==> config.mk <==
export PLATFORM = sky130hd
export DESIGN_NAME = rldac_top
export DESIGN_NICKNAME = d
export VERILOG_FILES = /design/src/rldac_pkg.sv /design/src/rldac_sync2.sv /design/src/rldac_decode.sv /design/src/rldac_top.sv
export SDC_FILE = /design/constraint.sdc
export NUM_CORES = 1
export LEC_CHECK = 0
export ABC_CLOCK_PERIOD_IN_PS = 4750
export BUFFER_PORTS_ARGS = -buffer_cell sky130_fd_sc_hd__buf_2
export CORE_UTILIZATION = 48
export DETAILED_ROUTE_END_ITERATION = 8
export MAX_ROUTING_LAYER = met4
export PLACE_DENSITY = 0.84
export SLEW_MARGIN = 0
export SYNTH_ARGS = -nofsm -noshare
export SYNTH_HDL_FRONTEND = slang
export SYNTH_HIERARCHICAL = 1
export SYNTH_SLANG_ARGS = --single-unit
==> constraint.sdc <==
create_clock -name sys_clk -period 4.75 [get_ports sys_clk]
set_input_delay 0 -clock sys_clk [delete_from_list [all_inputs] [get_ports sys_clk]]
set_output_delay 0 -clock sys_clk [all_outputs]
set_load 0.02 [all_outputs]
==> src/rldac_pkg.sv <==
package rldac_pkg;

  // ----------------------------------------------------------------
  // Widths
  // ----------------------------------------------------------------
  localparam int ADDR_W    = 8;
  localparam int DATA_W    = 32;
  localparam int REG_W     = 8;
  localparam int LEVEL_W   = 5;
  localparam int PSS_W     = 2;
  localparam int NUM_SRC   = 3;
  localparam int WORD_LSB  = 2;

  // ----------------------------------------------------------------
  // Register map
  // ----------------------------------------------------------------
  localparam logic [ADDR_W-1:0] OFS_CONTROL_MAIN = 8'h00;
  localparam logic [ADDR_W-1:0] OFS_LEVEL_SELECT = 8'h04;

  localparam logic [REG_W-1:0] CONTROL_MAIN_RESET = 8'h00;
  localparam logic [REG_W-1:0] LEVEL_SELECT_RESET = 8'h00;

  // Field positions in ladder_control_main
  localparam int ENABLE_BIT    = 7;
  localparam int LOW_POWER_BIT = 6;
  localparam int PIN_OE_BIT    = 5;
  localparam int PSS_LSB       = 2;
  // Field position in ladder_level_select
  localparam int LEVEL_LSB     = 0;

  // ----------------------------------------------------------------
  // Encodings
  // ----------------------------------------------------------------
  localparam logic [PSS_W-1:0] PSS_SUPPLY     = 2'h0;
  localparam logic [PSS_W-1:0] PSS_EXT_REF    = 2'h1;
  localparam logic [PSS_W-1:0] PSS_FIXED_BUF  = 2'h2;
  localparam logic [PSS_W-1:0] PSS_RESERVED   = 2'h3;

  localparam int SRC_SUPPLY    = 0;
  localparam int SRC_EXT_REF   = 1;
  localparam int SRC_FIXED_BUF = 2;

  localparam logic [NUM_SRC-1:0] SRC_NONE = 3'h0;

  localparam logic [LEVEL_W-1:0] LEVEL_ALL_ONES = 5'h1f;
  localparam logic [LEVEL_W-1:0] LEVEL_ZERO     = 5'h00;

  localparam logic [1:0] RESP_OKAY   = 2'h0;
  localparam logic [1:0] RESP_SLVERR = 2'h2;

  // ----------------------------------------------------------------
  // Carriers
  // ----------------------------------------------------------------
  typedef struct packed {
    logic               ladder_enable;
    logic               low_power_source_select;
    logic               pin_output_enable;
    logic [PSS_W-1:0]   positive_source_select;
    logic [LEVEL_W-1:0] level_code;
  } rldac_cfg_type;

  typedef struct packed {
    logic               ladder_on;
    logic               pos_connect;
    logic               neg_connect;
    logic [NUM_SRC-1:0] pos_source_onehot;
    logic [LEVEL_W-1:0] tap_code;
    logic               clamp_pos;
    logic               clamp_neg;
    logic               pin_route;
  } rldac_ctrl_type;

  localparam rldac_ctrl_type CTRL_RESET = '0;

endpackage : rldac_pkg

==> src/rldac_sync2.sv <==
`timescale 1ns/1ps
module rldac_sync2 #(
  parameter int WIDTH = 1
) (
  input  wire logic             sys_clk,
  input  wire logic             rst_n,
  input  wire logic [WIDTH-1:0] async_in,
  output logic      [WIDTH-1:0] sync_out
);

  logic [WIDTH-1:0] meta_ff;
  logic [WIDTH-1:0] sync_ff;

  initial begin
    if (WIDTH < 1) begin
      $error("rldac_sync2: WIDTH must be at least 1");
    end
  end

  // First stage is read by the second stage only
  always_ff @(posedge sys_clk or negedge rst_n) begin
    if (!rst_n) begin
      meta_ff <= '0;
      sync_ff <= '0;
    end else begin
      meta_ff <= async_in;
      sync_ff <= meta_ff;
    end
  end

  assign sync_out = sync_ff;

endmodule : rldac_sync2

==> src/rldac_decode.sv <==
`timescale 1ns/1ps
module rldac_decode
  import rldac_pkg::*;
(
  input  rldac_cfg_type  cfg,
  output rldac_ctrl_type ctrl
);

  always_comb begin
    ctrl = CTRL_RESET;
    // Reserved code leaves every positive source open
    case (cfg.positive_source_select)
      PSS_SUPPLY:    ctrl.pos_source_onehot[SRC_SUPPLY]    = 1'b1;
      PSS_EXT_REF:   ctrl.pos_source_onehot[SRC_EXT_REF]   = 1'b1;
      PSS_FIXED_BUF: ctrl.pos_source_onehot[SRC_FIXED_BUF] = 1'b1;
      PSS_RESERVED:  ctrl.pos_source_onehot = SRC_NONE;
      default:       ctrl.pos_source_onehot = SRC_NONE;
    endcase
    if (cfg.ladder_enable) begin
      // Negative end is ground, so the tap code alone sets the fraction
      ctrl.ladder_on   = 1'b1;
      ctrl.pos_connect = 1'b1;
      ctrl.neg_connect = 1'b1;
      ctrl.tap_code    = cfg.level_code;
    end else begin
      // Disabled: one end is always open, so no ladder current flows
      ctrl.ladder_on   = 1'b0;
      ctrl.pos_connect = cfg.low_power_source_select;
      ctrl.neg_connect = !cfg.low_power_source_select;
      ctrl.tap_code    = cfg.level_code;
      ctrl.clamp_pos   = cfg.low_power_source_select && (cfg.level_code == LEVEL_ALL_ONES);
      ctrl.clamp_neg   = !cfg.low_power_source_select && (cfg.level_code == LEVEL_ZERO);
    end
    ctrl.pin_route = cfg.pin_output_enable;
  end

endmodule : rldac_decode

==> src/rldac_top.sv <==
// The AXI4-Lite slave port and the placing of the registers are this design's own decisions.
`timescale 1ns/1ps
// What this block does
// - The ladder is powered only while the enable bit 7 of the main control register is one.
// - A 5-bit level code in bits 4 to 0 of the level register picks one of 32 levels.
// - When enabled the tap is ground plus the source span times the code over 32.
// - Disabled, low-power select bit 6 set keeps the positive end and opens the negative end, cleared the reverse.
// - Disabled, low-power select set and code all ones clamp the output to the positive source.
// - Disabled, low-power select clear and code all zeros clamp the output to ground with no current.
// - Output enable bit 5 routes the ladder voltage onto the dedicated pin, and zero disconnects it.
// - While routed, the pin's digital driver is forced off and its input detector is disabled.
// - A digital read of the routed pin always returns zero.
// - Source select bits 3 to 2 choose supply for 00, reference pin for 01, fixed buffer for 10, 11 reserved.
// - Wake-up from sleep leaves every bit of the main control register unchanged.
// - Any reset disables the ladder, frees the pin, clears the level code and zeroes all control bits.
// - Unimplemented bits read as zero: main bits 4, 1, 0 and level bits 7 to 5.
module rldac_top
  import rldac_pkg::*;
(
  input  wire logic                sys_clk,
  input  wire logic                rst_n,
  // AXI4-Lite slave
  input  wire logic [ADDR_W-1:0]   s_axi_awaddr,
  input  wire logic [2:0]          s_axi_awprot,
  input  wire logic                s_axi_awvalid,
  output logic                     s_axi_awready,
  input  wire logic [DATA_W-1:0]   s_axi_wdata,
  input  wire logic [DATA_W/8-1:0] s_axi_wstrb,
  input  wire logic                s_axi_wvalid,
  output logic                     s_axi_wready,
  output logic [1:0]               s_axi_bresp,
  output logic                     s_axi_bvalid,
  input  wire logic                s_axi_bready,
  input  wire logic [ADDR_W-1:0]   s_axi_araddr,
  input  wire logic [2:0]          s_axi_arprot,
  input  wire logic                s_axi_arvalid,
  output logic                     s_axi_arready,
  output logic [DATA_W-1:0]        s_axi_rdata,
  output logic [1:0]               s_axi_rresp,
  output logic                     s_axi_rvalid,
  input  wire logic                s_axi_rready,
  // Analog ladder controls
  output logic                     ladder_on,
  output logic                     pos_connect,
  output logic                     neg_connect,
  output logic [NUM_SRC-1:0]       pos_source_onehot,
  output logic [LEVEL_W-1:0]       tap_code,
  output logic                     clamp_pos,
  output logic                     clamp_neg,
  output logic                     pin_route,
  // Dedicated output pin, digital side
  input  wire logic                gpio_pin_out,
  input  wire logic                gpio_pin_oe,
  input  wire logic                reference_output_pin_i,
  output logic                     reference_output_pin_o,
  output logic                     reference_output_pin_oe,
  output logic                     pin_input_detect_en,
  output logic                     gpio_pin_read
);

  // ----------------------------------------------------------------
  // Declarations
  // ----------------------------------------------------------------
  logic                aw_held_ff;
  logic [ADDR_W-1:0]   aw_addr_ff;
  logic                w_held_ff;
  logic [DATA_W-1:0]   w_data_ff;
  logic                w_strb0_ff;
  logic                awready_ff;
  logic                wready_ff;
  logic                bvalid_ff;
  logic [1:0]          bresp_ff;
  logic                arready_ff;
  logic                rvalid_ff;
  logic [1:0]          rresp_ff;
  logic [DATA_W-1:0]   rdata_ff;

  logic [REG_W-1:0]    control_main_ff;
  logic [REG_W-1:0]    level_select_ff;

  rldac_cfg_type       cfg;
  rldac_ctrl_type      nxt_ctrl;
  rldac_ctrl_type      ctrl_ff;

  logic                pin_sync;
  logic                pin_do_ff;
  logic                pin_oe_ff;
  logic                pin_ie_ff;
  logic                pin_read_ff;

  logic                do_write;
  logic [ADDR_W-1:0]   wr_word_addr;
  logic                wr_hit_main;
  logic                wr_hit_level;
  logic [ADDR_W-1:0]   rd_word_addr;
  logic                rd_take;
  logic [REG_W-1:0]    nxt_rd_byte;
  logic                nxt_rd_err;

  // Implemented bits only; everything else is dropped on write and reads zero
  localparam logic [REG_W-1:0] MAIN_IMPL_MASK =
    REG_W'((1 << ENABLE_BIT) | (1 << LOW_POWER_BIT) | (1 << PIN_OE_BIT) | (((1 << PSS_W) - 1) << PSS_LSB));
  localparam logic [REG_W-1:0] LEVEL_IMPL_MASK = REG_W'(((1 << LEVEL_W) - 1) << LEVEL_LSB);

  // ----------------------------------------------------------------
  // Write channel
  // ----------------------------------------------------------------
  // Address and data may arrive in either order; each is held until both are in
  always_ff @(posedge sys_clk or negedge rst_n) begin
    if (!rst_n) begin
      aw_held_ff <= 1'b0;
      aw_addr_ff <= '0;
    end else if (s_axi_awvalid && awready_ff) begin
      aw_held_ff <= 1'b1;
      aw_addr_ff <= s_axi_awaddr;
    end else if (do_write) begin
      aw_held_ff <= 1'b0;
    end
  end

  always_ff @(posedge sys_clk or negedge rst_n) begin
    if (!rst_n) begin
      w_held_ff  <= 1'b0;
      w_data_ff  <= '0;
      w_strb0_ff <= 1'b0;
    end else if (s_axi_wvalid && wready_ff) begin
      w_held_ff  <= 1'b1;
      w_data_ff  <= s_axi_wdata;
      w_strb0_ff <= s_axi_wstrb[0];
    end else if (do_write) begin
      w_held_ff <= 1'b0;
    end
  end

  // Ready drops once a beat is held, so a second write waits for the response
  always_ff @(posedge sys_clk or negedge rst_n) begin
    if (!rst_n) begin
      awready_ff <= 1'b0;
      wready_ff  <= 1'b0;
    end else begin
      awready_ff <= !aw_held_ff && !(s_axi_awvalid && awready_ff) && !bvalid_ff && !do_write;
      wready_ff  <= !w_held_ff && !(s_axi_wvalid && wready_ff) && !bvalid_ff && !do_write;
    end
  end

  assign do_write     = aw_held_ff && w_held_ff && !bvalid_ff;
  assign wr_word_addr = {aw_addr_ff[ADDR_W-1:WORD_LSB], {WORD_LSB{1'b0}}};
  assign wr_hit_main  = (wr_word_addr == OFS_CONTROL_MAIN);
  assign wr_hit_level = (wr_word_addr == OFS_LEVEL_SELECT);

  always_ff @(posedge sys_clk or negedge rst_n) begin
    if (!rst_n) begin
      bvalid_ff <= 1'b0;
      bresp_ff  <= RESP_OKAY;
    end else if (do_write) begin
      bvalid_ff <= 1'b1;
      bresp_ff  <= (wr_hit_main || wr_hit_level) ? RESP_OKAY : RESP_SLVERR;
    end else if (bvalid_ff && s_axi_bready) begin
      bvalid_ff <= 1'b0;
    end
  end

  // ----------------------------------------------------------------
  // Control registers
  // ----------------------------------------------------------------
  // Only reset and bus writes touch these; sleep and wake have no path here
  always_ff @(posedge sys_clk or negedge rst_n) begin
    if (!rst_n) begin
      control_main_ff <= CONTROL_MAIN_RESET;
    end else if (do_write && wr_hit_main && w_strb0_ff) begin
      control_main_ff <= w_data_ff[REG_W-1:0] & MAIN_IMPL_MASK;
    end
  end

  always_ff @(posedge sys_clk or negedge rst_n) begin
    if (!rst_n) begin
      level_select_ff <= LEVEL_SELECT_RESET;
    end else if (do_write && wr_hit_level && w_strb0_ff) begin
      level_select_ff <= w_data_ff[REG_W-1:0] & LEVEL_IMPL_MASK;
    end
  end

  // ----------------------------------------------------------------
  // Read channel
  // ----------------------------------------------------------------
  assign rd_take      = s_axi_arvalid && arready_ff;
  assign rd_word_addr = {s_axi_araddr[ADDR_W-1:WORD_LSB], {WORD_LSB{1'b0}}};

  always_comb begin
    nxt_rd_byte = '0;
    nxt_rd_err  = 1'b0;
    case (rd_word_addr)
      OFS_CONTROL_MAIN: nxt_rd_byte = control_main_ff & MAIN_IMPL_MASK;
      OFS_LEVEL_SELECT: nxt_rd_byte = level_select_ff & LEVEL_IMPL_MASK;
      default:          nxt_rd_err  = 1'b1;
    endcase
  end

  always_ff @(posedge sys_clk or negedge rst_n) begin
    if (!rst_n) begin
      arready_ff <= 1'b0;
    end else begin
      arready_ff <= !rvalid_ff && !rd_take;
    end
  end

  always_ff @(posedge sys_clk or negedge rst_n) begin
    if (!rst_n) begin
      rvalid_ff <= 1'b0;
      rresp_ff  <= RESP_OKAY;
      rdata_ff  <= '0;
    end else if (rd_take) begin
      rvalid_ff <= 1'b1;
      rresp_ff  <= nxt_rd_err ? RESP_SLVERR : RESP_OKAY;
      rdata_ff  <= {{(DATA_W-REG_W){1'b0}}, nxt_rd_byte};
    end else if (rvalid_ff && s_axi_rready) begin
      rvalid_ff <= 1'b0;
    end
  end

  // ----------------------------------------------------------------
  // Ladder decode
  // ----------------------------------------------------------------
  // One process owns the whole carrier, so every field has a single driver
  always_comb begin
    cfg.ladder_enable           = control_main_ff[ENABLE_BIT];
    cfg.low_power_source_select = control_main_ff[LOW_POWER_BIT];
    cfg.pin_output_enable       = control_main_ff[PIN_OE_BIT];
    cfg.positive_source_select  = control_main_ff[PSS_LSB +: PSS_W];
    cfg.level_code              = level_select_ff[LEVEL_LSB +: LEVEL_W];
  end

  rldac_decode u_decode (
    .cfg  (cfg),
    .ctrl (nxt_ctrl)
  );

  // Registered so the analog side sees glitch-free levels, one edge after the write
  always_ff @(posedge sys_clk or negedge rst_n) begin
    if (!rst_n) begin
      ctrl_ff <= CTRL_RESET;
    end else begin
      ctrl_ff <= nxt_ctrl;
    end
  end

  // ----------------------------------------------------------------
  // Dedicated pin override
  // ----------------------------------------------------------------
  rldac_sync2 #(
    .WIDTH (1)
  ) u_pin_sync (
    .sys_clk  (sys_clk),
    .rst_n    (rst_n),
    .async_in (reference_output_pin_i),
    .sync_out (pin_sync)
  );

  // Override follows the decoded route nxt_ctrl.pin_route, so it switches on the same edge as pin_route and they never overlap
  always_ff @(posedge sys_clk or negedge rst_n) begin
    if (!rst_n) begin
      pin_do_ff <= 1'b0;
      pin_oe_ff <= 1'b0;
      pin_ie_ff <= 1'b1;
    end else if (nxt_ctrl.pin_route) begin
      pin_do_ff <= 1'b0;
      pin_oe_ff <= 1'b0;
      pin_ie_ff <= 1'b0;
    end else begin
      pin_do_ff <= gpio_pin_out;
      pin_oe_ff <= gpio_pin_oe;
      pin_ie_ff <= 1'b1;
    end
  end

  always_ff @(posedge sys_clk or negedge rst_n) begin
    if (!rst_n) begin
      pin_read_ff <= 1'b0;
    end else if (nxt_ctrl.pin_route) begin
      pin_read_ff <= 1'b0;
    end else begin
      pin_read_ff <= pin_sync;
    end
  end

  // ----------------------------------------------------------------
  // Outputs
  // ----------------------------------------------------------------
  assign s_axi_awready = awready_ff;
  assign s_axi_wready  = wready_ff;
  assign s_axi_bvalid  = bvalid_ff;
  assign s_axi_bresp   = bresp_ff;
  assign s_axi_arready = arready_ff;
  assign s_axi_rvalid  = rvalid_ff;
  assign s_axi_rresp   = rresp_ff;
  assign s_axi_rdata   = rdata_ff;

  assign ladder_on         = ctrl_ff.ladder_on;
  assign pos_connect       = ctrl_ff.pos_connect;
  assign neg_connect       = ctrl_ff.neg_connect;
  assign pos_source_onehot = ctrl_ff.pos_source_onehot;
  assign tap_code          = ctrl_ff.tap_code;
  assign clamp_pos         = ctrl_ff.clamp_pos;
  assign clamp_neg         = ctrl_ff.clamp_neg;
  assign pin_route         = ctrl_ff.pin_route;

  assign reference_output_pin_o  = pin_do_ff;
  assign reference_output_pin_oe = pin_oe_ff;
  assign pin_input_detect_en     = pin_ie_ff;
  assign gpio_pin_read           = pin_read_ff;

endmodule : rldac_top

# Word-level counts from Yosys, hierarchy flattened

Index checks and enable logic that the tools add are counted.

Bits of input ports: 68
Output and inout bits: 59
Logic and storage cells: 92
Register bits after elaboration: 66

Mux-type cells: 19
Reductions and logical operators: 39
Eq/ne operators: 5

Operator list:

| cell                                                                  | number |
|---|---|
| 1-bit logical AND                                                     | 20 |
| 8-bit logical NOT                                                     | 2 |
| 8-bit case mux with 2 select lines                                    | 1 |
| 1-bit 2-to-1 mux                                                      | 14 |
| 6-bit by 1-bit equality test with 1-bit output, second input constant | 2 |
| 1-bit logical NOT                                                     | 9 |
| 2-bit nonzero test                                                    | 4 |
| 2-bit 2-to-1 mux                                                      | 3 |
| 5-bit equality test, second input constant                            | 1 |
| 5-bit logical NOT                                                     | 1 |
| 3-bit 2-to-1 mux                                                      | 1 |
| 2-bit by 1-bit equality test with 1-bit output, second input constant | 1 |
| 2-bit equality test, second input constant                            | 1 |
| 2-bit logical NOT                                                     | 1 |
| 2-bit OR reduction                                                    | 1 |
| 1-bit logical OR                                                      | 1 |

# Depth between registers and ports, before layout

Word-level depth: 5
Mapped depth: 4
Mapped depth without buffers: 3

# By module

Netlist, hierarchy kept.

By module, submodules not included:

| module       | times used | cells each | area an instance (sq um) |
|---|---|---|---|
| rldac_top    | 1          | 168        | 2,336.0 |
| rldac_decode | 1          | 17         | 116.4 |
| rldac_sync2  | 1          | 2          | 50.0 |

# Worst setup path before layout

No wires, ideal clock.

Path type: register to register
From: reg aw_addr_ff[5]
To: reg control_main_ff[2]
Data arrival time: 1.622 ns
Setup time: 0.125 ns
Period minus slack after synthesis: 1.747 ns
Data required time: 4.625 ns
Cell stages (with the launch flop): 4
Buffers on the path: 0
Slack: 3.003 ns
Cell sequence: dfrtp_1 -> or4_4 -> nor4_4 -> mux2_2

Cells in the longest elaborated chain, start to end: 3

Ends and longest elaborated chain:

| what                           | line             | source |
|---|---|---|
| start, declared                | rldac_top.sv:65  | `logic [ADDR_W-1:0] aw_addr_ff;` |
| start signal, assigned         | rldac_top.sv:115 | `aw_addr_ff <= s_axi_awaddr;` |
| 8-bit logical NOT              | rldac_top.sv:148 | `assign wr_hit_main = (wr_word_addr == OFS_CONTROL_MAIN);` |
| 1-bit logical AND (2 in a row) | rldac_top.sv:170 | `end else if (do_write && wr_hit_main && w_strb0_ff) begin` |
| end signal, assigned           | rldac_top.sv:171 | `control_main_ff <= w_data_ff[REG_W-1:0] & MAIN_IMPL_MASK;` |
| end, declared                  | rldac_top.sv:78  | `logic [REG_W-1:0] control_main_ff;` |

Every way passes these cells.
A chain may end at the register's enable or synchronous reset.

# Worst setup path after layout

From: reg aw_addr_ff[4]
To: reg level_select_ff[2]

Cells in the longest elaborated chain, start to end: 3

Ends and longest elaborated chain:

| what                                           | line             | source |
|---|---|---|
| 6-bit by 1-bit equality test with 1-bit output | rldac_top.sv:149 | `assign wr_hit_level = (wr_word_addr == OFS_LEVEL_SELECT);` |
| 1-bit logical AND (2 in a row)                 | rldac_top.sv:178 | `end else if (do_write && wr_hit_level && w_strb0_ff) begin` |
| end signal, assigned                           | rldac_top.sv:179 | `level_select_ff <= w_data_ff[REG_W-1:0] & LEVEL_IMPL_MASK;` |
| end, declared                                  | rldac_top.sv:79  | `logic [REG_W-1:0] level_select_ff;` |

Every way passes these cells.

==> impl_metrics.tcl <==
set metrics [dict create \
    place.detailed.instances 308 \
    place_congestion 0.7279 \
    post_route_cells_drive_above_1_share_pct 40.71 \
    timing.critical_path.slowest_cell_delay_ns 0.56 \
    grt_antenna_before_repair 0 \
    switching_share_pct 31.48 \
    horiz_die_dim_um 74.21 \
    detail_route.wl_per_cell_um 12.63 \
    drtAntennaViolNets 0 \
    comb_power_share_pct 24.9 \
    cts_max_path_buffers 2 \
    met2_wirelength_um 2178 \
    io_buffers 63 \
    sw_power_w 0.0005256 \
    crit_chain "or4_4 -> nor4_4 -> mux2_2" \
    hold_end "s_axi_rdata[3]" \
    num_antenna_cells 0 \
    worst_r2r_path_depth 3 \
    initial_core_util_pct 51.28 \
    max_slew.worst_pin.slew_ns 0.7552 \
    timing.critical_path.required_ns 4.96 \
    cts_tree "done" \
    drc_errors_left 0 \
    hold_depth 3 \
    cts_sinks 62 \
    lkg_pwr_nw 1.614 \
    power.share.sequential_pct 47.6 \
    dpl.hpwl_um 2832 \
    highest_signal_layer "met4" \
    post_synth_instance_area_um2 2502 \
    filler_cell_count 389 \
    clock_skew_ns 0.006569 \
    syn_inst 187 \
    route.layer.met1.wl_um 1949 \
    ys_ff_latch 62 \
    critical-path-slowest-cell "sky130_fd_sc_hd__or4_4" \
    final-hold-violation-count 0 \
    period_minus_slack_ns 1.871 \
    yosysUniqueCellTypes 27 \
    wl_um 4383 \
    drt_iter0_drc 99 \
    yosysWarningCount 6 \
    cts-root-buf "sky130_fd_sc_hd__clkbuf_8" \
    crit_path_max_fanout 5 \
    cp_num_buf_inv 0 \
    slew_viol_final 0 \
    viasPerCell 4.602 \
    average_cell_area_after_synthesis_um2 13.38 \
    die_height_um 74.21 \
    globalRouteOverflowTotal 0 \
    max_slew_headroom_pct 49.65 \
    clkLatencyLatePin_ns 0.33 \
    grt_pass1_wl_um 7044 \
    cts-resized-gates 0 \
    setup_violations 0 \
    fin_cells 347 \
    multiInputGateArea_um2 773.2 \
    intPower_w 0.001144 \
    pd_cells_nw_per_um2 525.4 \
    ctsHtreeMaxLevel 3 \
    first_global_vias 1511 \
    peakVddDrop_mv 0.3307 \
    via_count 1597 \
    core-area_um2 4880 \
    netlist.area_leader.share_pct 61.00 \
    r2r_slack_ns 2.88 \
    num_io_pins 127 \
    timing.final.crit_share_pct 39.39 \
    layout_commonest_cell "sky130_fd_sc_hd__buf_2" \
    register_area_um2 1553 \
    die_area_um2 5506 \
    detail_route.first_pass.iterations 4 \
    postCtsSetupBuffers 0 \
    groute.usage.overall_pct 18.20 \
    worst_setup_path_end_kind "flip-flop" \
    synthDominantAreaCellType "sky130_fd_sc_hd__dfrtp_1" \
    status "finished, final reports clean" \
    cts_inserted_buffers 9 \
    ys_seq_area_share_pct 62.05 \
    post_route_setup_tns_ns 0 \
    area_growth_syn_to_layout_pct 27.00 \
    critical_path.reg2reg.startpoint "aw_addr_ff[4]" \
    crit_path_start_kind "flip-flop" \
    largest_net_degree_at_the_start_of_global_routing 63 \
    max_clock_freq_mhz 534.5 \
    met3WireLength_um 192 \
    critical_path.top_delay_family "simple AND/OR/NAND/NOR gates" \
    rsz_0062_raised_after_global_routing "false" \
    most-common-layout-cells "63 x sky130_fd_sc_hd__buf_2, 61 x sky130_fd_sc_hd__dfrtp_1, 26 x sky130_fd_sc_hd__mux2_2, 26 x sky130_fd_sc_hd__conb_1, 23 x sky130_fd_sc_hd__dlygate4sd3_1" \
    fp-row-count 25 \
    worstReg2RegEnd "level_select_ff[2]" \
    cp_data_arrival_time_ns 2.08 \
    pwr-share-clk_pct 27.6 \
    holdCritPathClass "in -> reg" \
    finish.net_count 343 \
    timing_worst_setup_path_type "reg -> reg" \
    maxCapViolCount 0 \
    path_clk_slew_ns 0.07 \
    netlist_top_cells_area "sky130_fd_sc_hd__dfrtp_1 61%, sky130_fd_sc_hd__mux2_2 12%, sky130_fd_sc_hd__buf_4 9.9%" \
    worst_min_delay_path_startpoint "s_axi_araddr[7]" \
]
==> tightest hold or removal path, stage by stage <==
cell                      delay [ns]
sky130_fd_sc_hd__buf_2          0.10
sky130_fd_sc_hd__or2_2          0.13
sky130_fd_sc_hd__o31ai_1        0.07
==> metal layers <==
layer | track usage [%] | up-vias
met5 | - | -
met3 | 4.607 | 9
met4 | 9.615 | 0
met2 | 27.78 | 56
met1 | 22.30 | 778
li1 | - | 754
==> registers in the layout (all words and copies together), names as in the netlist, 3 cells and up <==
| register | count |
|---|---|
| aw_addr_ff | 6 |
| control_main_ff | 5 |
| level_select_ff | 5 |
| pos_source_onehot | 3 |
| s_axi_rdata | 8 |
| tap_code | 5 |
| w_data_ff | 8 |
==> repair_timing <==
| item | 4_1_cts | 5_1_grt |
|---|---|---|
| setup endpoints to repair | 0 | 0 |
| hold buffers | 23 | 0 |
| endpoints found under the hold margin | 83 | 0 |
==> worst max-delay path by stage <==
stage	startpoint	to	slack [ns]	cells after the start
after floorplan	aw_addr_ff[5]	control_main_ff[2]	3.00	3
after global placement	aw_addr_ff[5]	control_main_ff[3]	2.89	3
after detailed placement	aw_addr_ff[5]	level_select_ff[4]	2.89	3
after CTS	aw_addr_ff[5]	level_select_ff[2]	2.87	3
after global routing	aw_addr_ff[4]	level_select_ff[0]	2.78	3
final	aw_addr_ff[4]	level_select_ff[2]	2.88	3
==> power groups by stage <==
| stage | registers [W] | logic (W) | clock network (W) |
|---|---|---|---|
| 3_5_place_dp | 0.000802 | 0.000398 | 0 |
| 4_1_cts | 0.000793 | 0.000413 | 0.000468 |
| 5_1_grt | 0.000815 | 0.000453 | 0.000493 |
| 2_1_floorplan | 0.000848 | 0.000253 | 0 |
| 3_3_place_gp | 0.000796 | 0.000387 | 0 |
| 6_report | 0.000794 | 0.000415 | 0.000460 |
==> cell usage after synthesis <==
cell type,number
sky130_fd_sc_hd__a21oi_1,1
sky130_fd_sc_hd__a211oi_1,1
sky130_fd_sc_hd__nand3b_1,1
sky130_fd_sc_hd__a22o_1,3
sky130_fd_sc_hd__nor3_1,2
sky130_fd_sc_hd__nor3_2,1
sky130_fd_sc_hd__or4_1,1
sky130_fd_sc_hd__buf_4,33
sky130_fd_sc_hd__nand3_1,4
sky130_fd_sc_hd__or4_4,2
sky130_fd_sc_hd__or3b_2,1
sky130_fd_sc_hd__inv_1,4
sky130_fd_sc_hd__dfstp_2,1
sky130_fd_sc_hd__and3_1,4
sky130_fd_sc_hd__nor4_4,2
sky130_fd_sc_hd__nor2b_1,6
sky130_fd_sc_hd__mux2i_1,2
sky130_fd_sc_hd__conb_1,1
sky130_fd_sc_hd__mux2_2,26
sky130_fd_sc_hd__nor2_1,2
sky130_fd_sc_hd__or2_2,2
sky130_fd_sc_hd__nand2b_1,2
sky130_fd_sc_hd__clkbuf_1,2
sky130_fd_sc_hd__nand2_1,12
sky130_fd_sc_hd__o21ai_0,8
sky130_fd_sc_hd__dfrtp_1,61
sky130_fd_sc_hd__o31ai_1,2
==> logic make-up after synthesis <==
logic type	synth area share, %
muxes	12.50
other	0.1499
buffers and inverters	10.80
AOI/OAI and AO/OA	3.750
and+or+nand+nor	10.75
DFF	62.05
==> cell type report <==
class,count,area share (%)
clock inverter,4,1.417
clock buffer,12,4.882
multi-input combinational,111,24.33
sequential,62,48.86
timing repair buffer,87,17.40
inverter,4,0.4724
tap,67,2.638
==> per-stage QoR <==
step / setup slack [ns] / instance area (µm²) / util (%) / total power, W / hold WS [ns]
5_1_grt: 2.784 / 3178 / 65.13 / 0.001761 / 0.02217
6_report: 2.879 / 3178 / 65.13 / 0.001670 / 0.01235
3_5_place_dp: 2.885 / 2748 / 56.31 / 0.001200 / 0.1093
2_1_floorplan: 3.003 / 2596 / - / 0.001100 / -0.2956
3_3_place_gp: 2.891 / 2748 / 56.31 / 0.001182 / 0.1072
4_1_cts: 2.865 / 3178 / 65.13 / 0.001675 / 0.004712
Power figures use the tool's default switching activity.
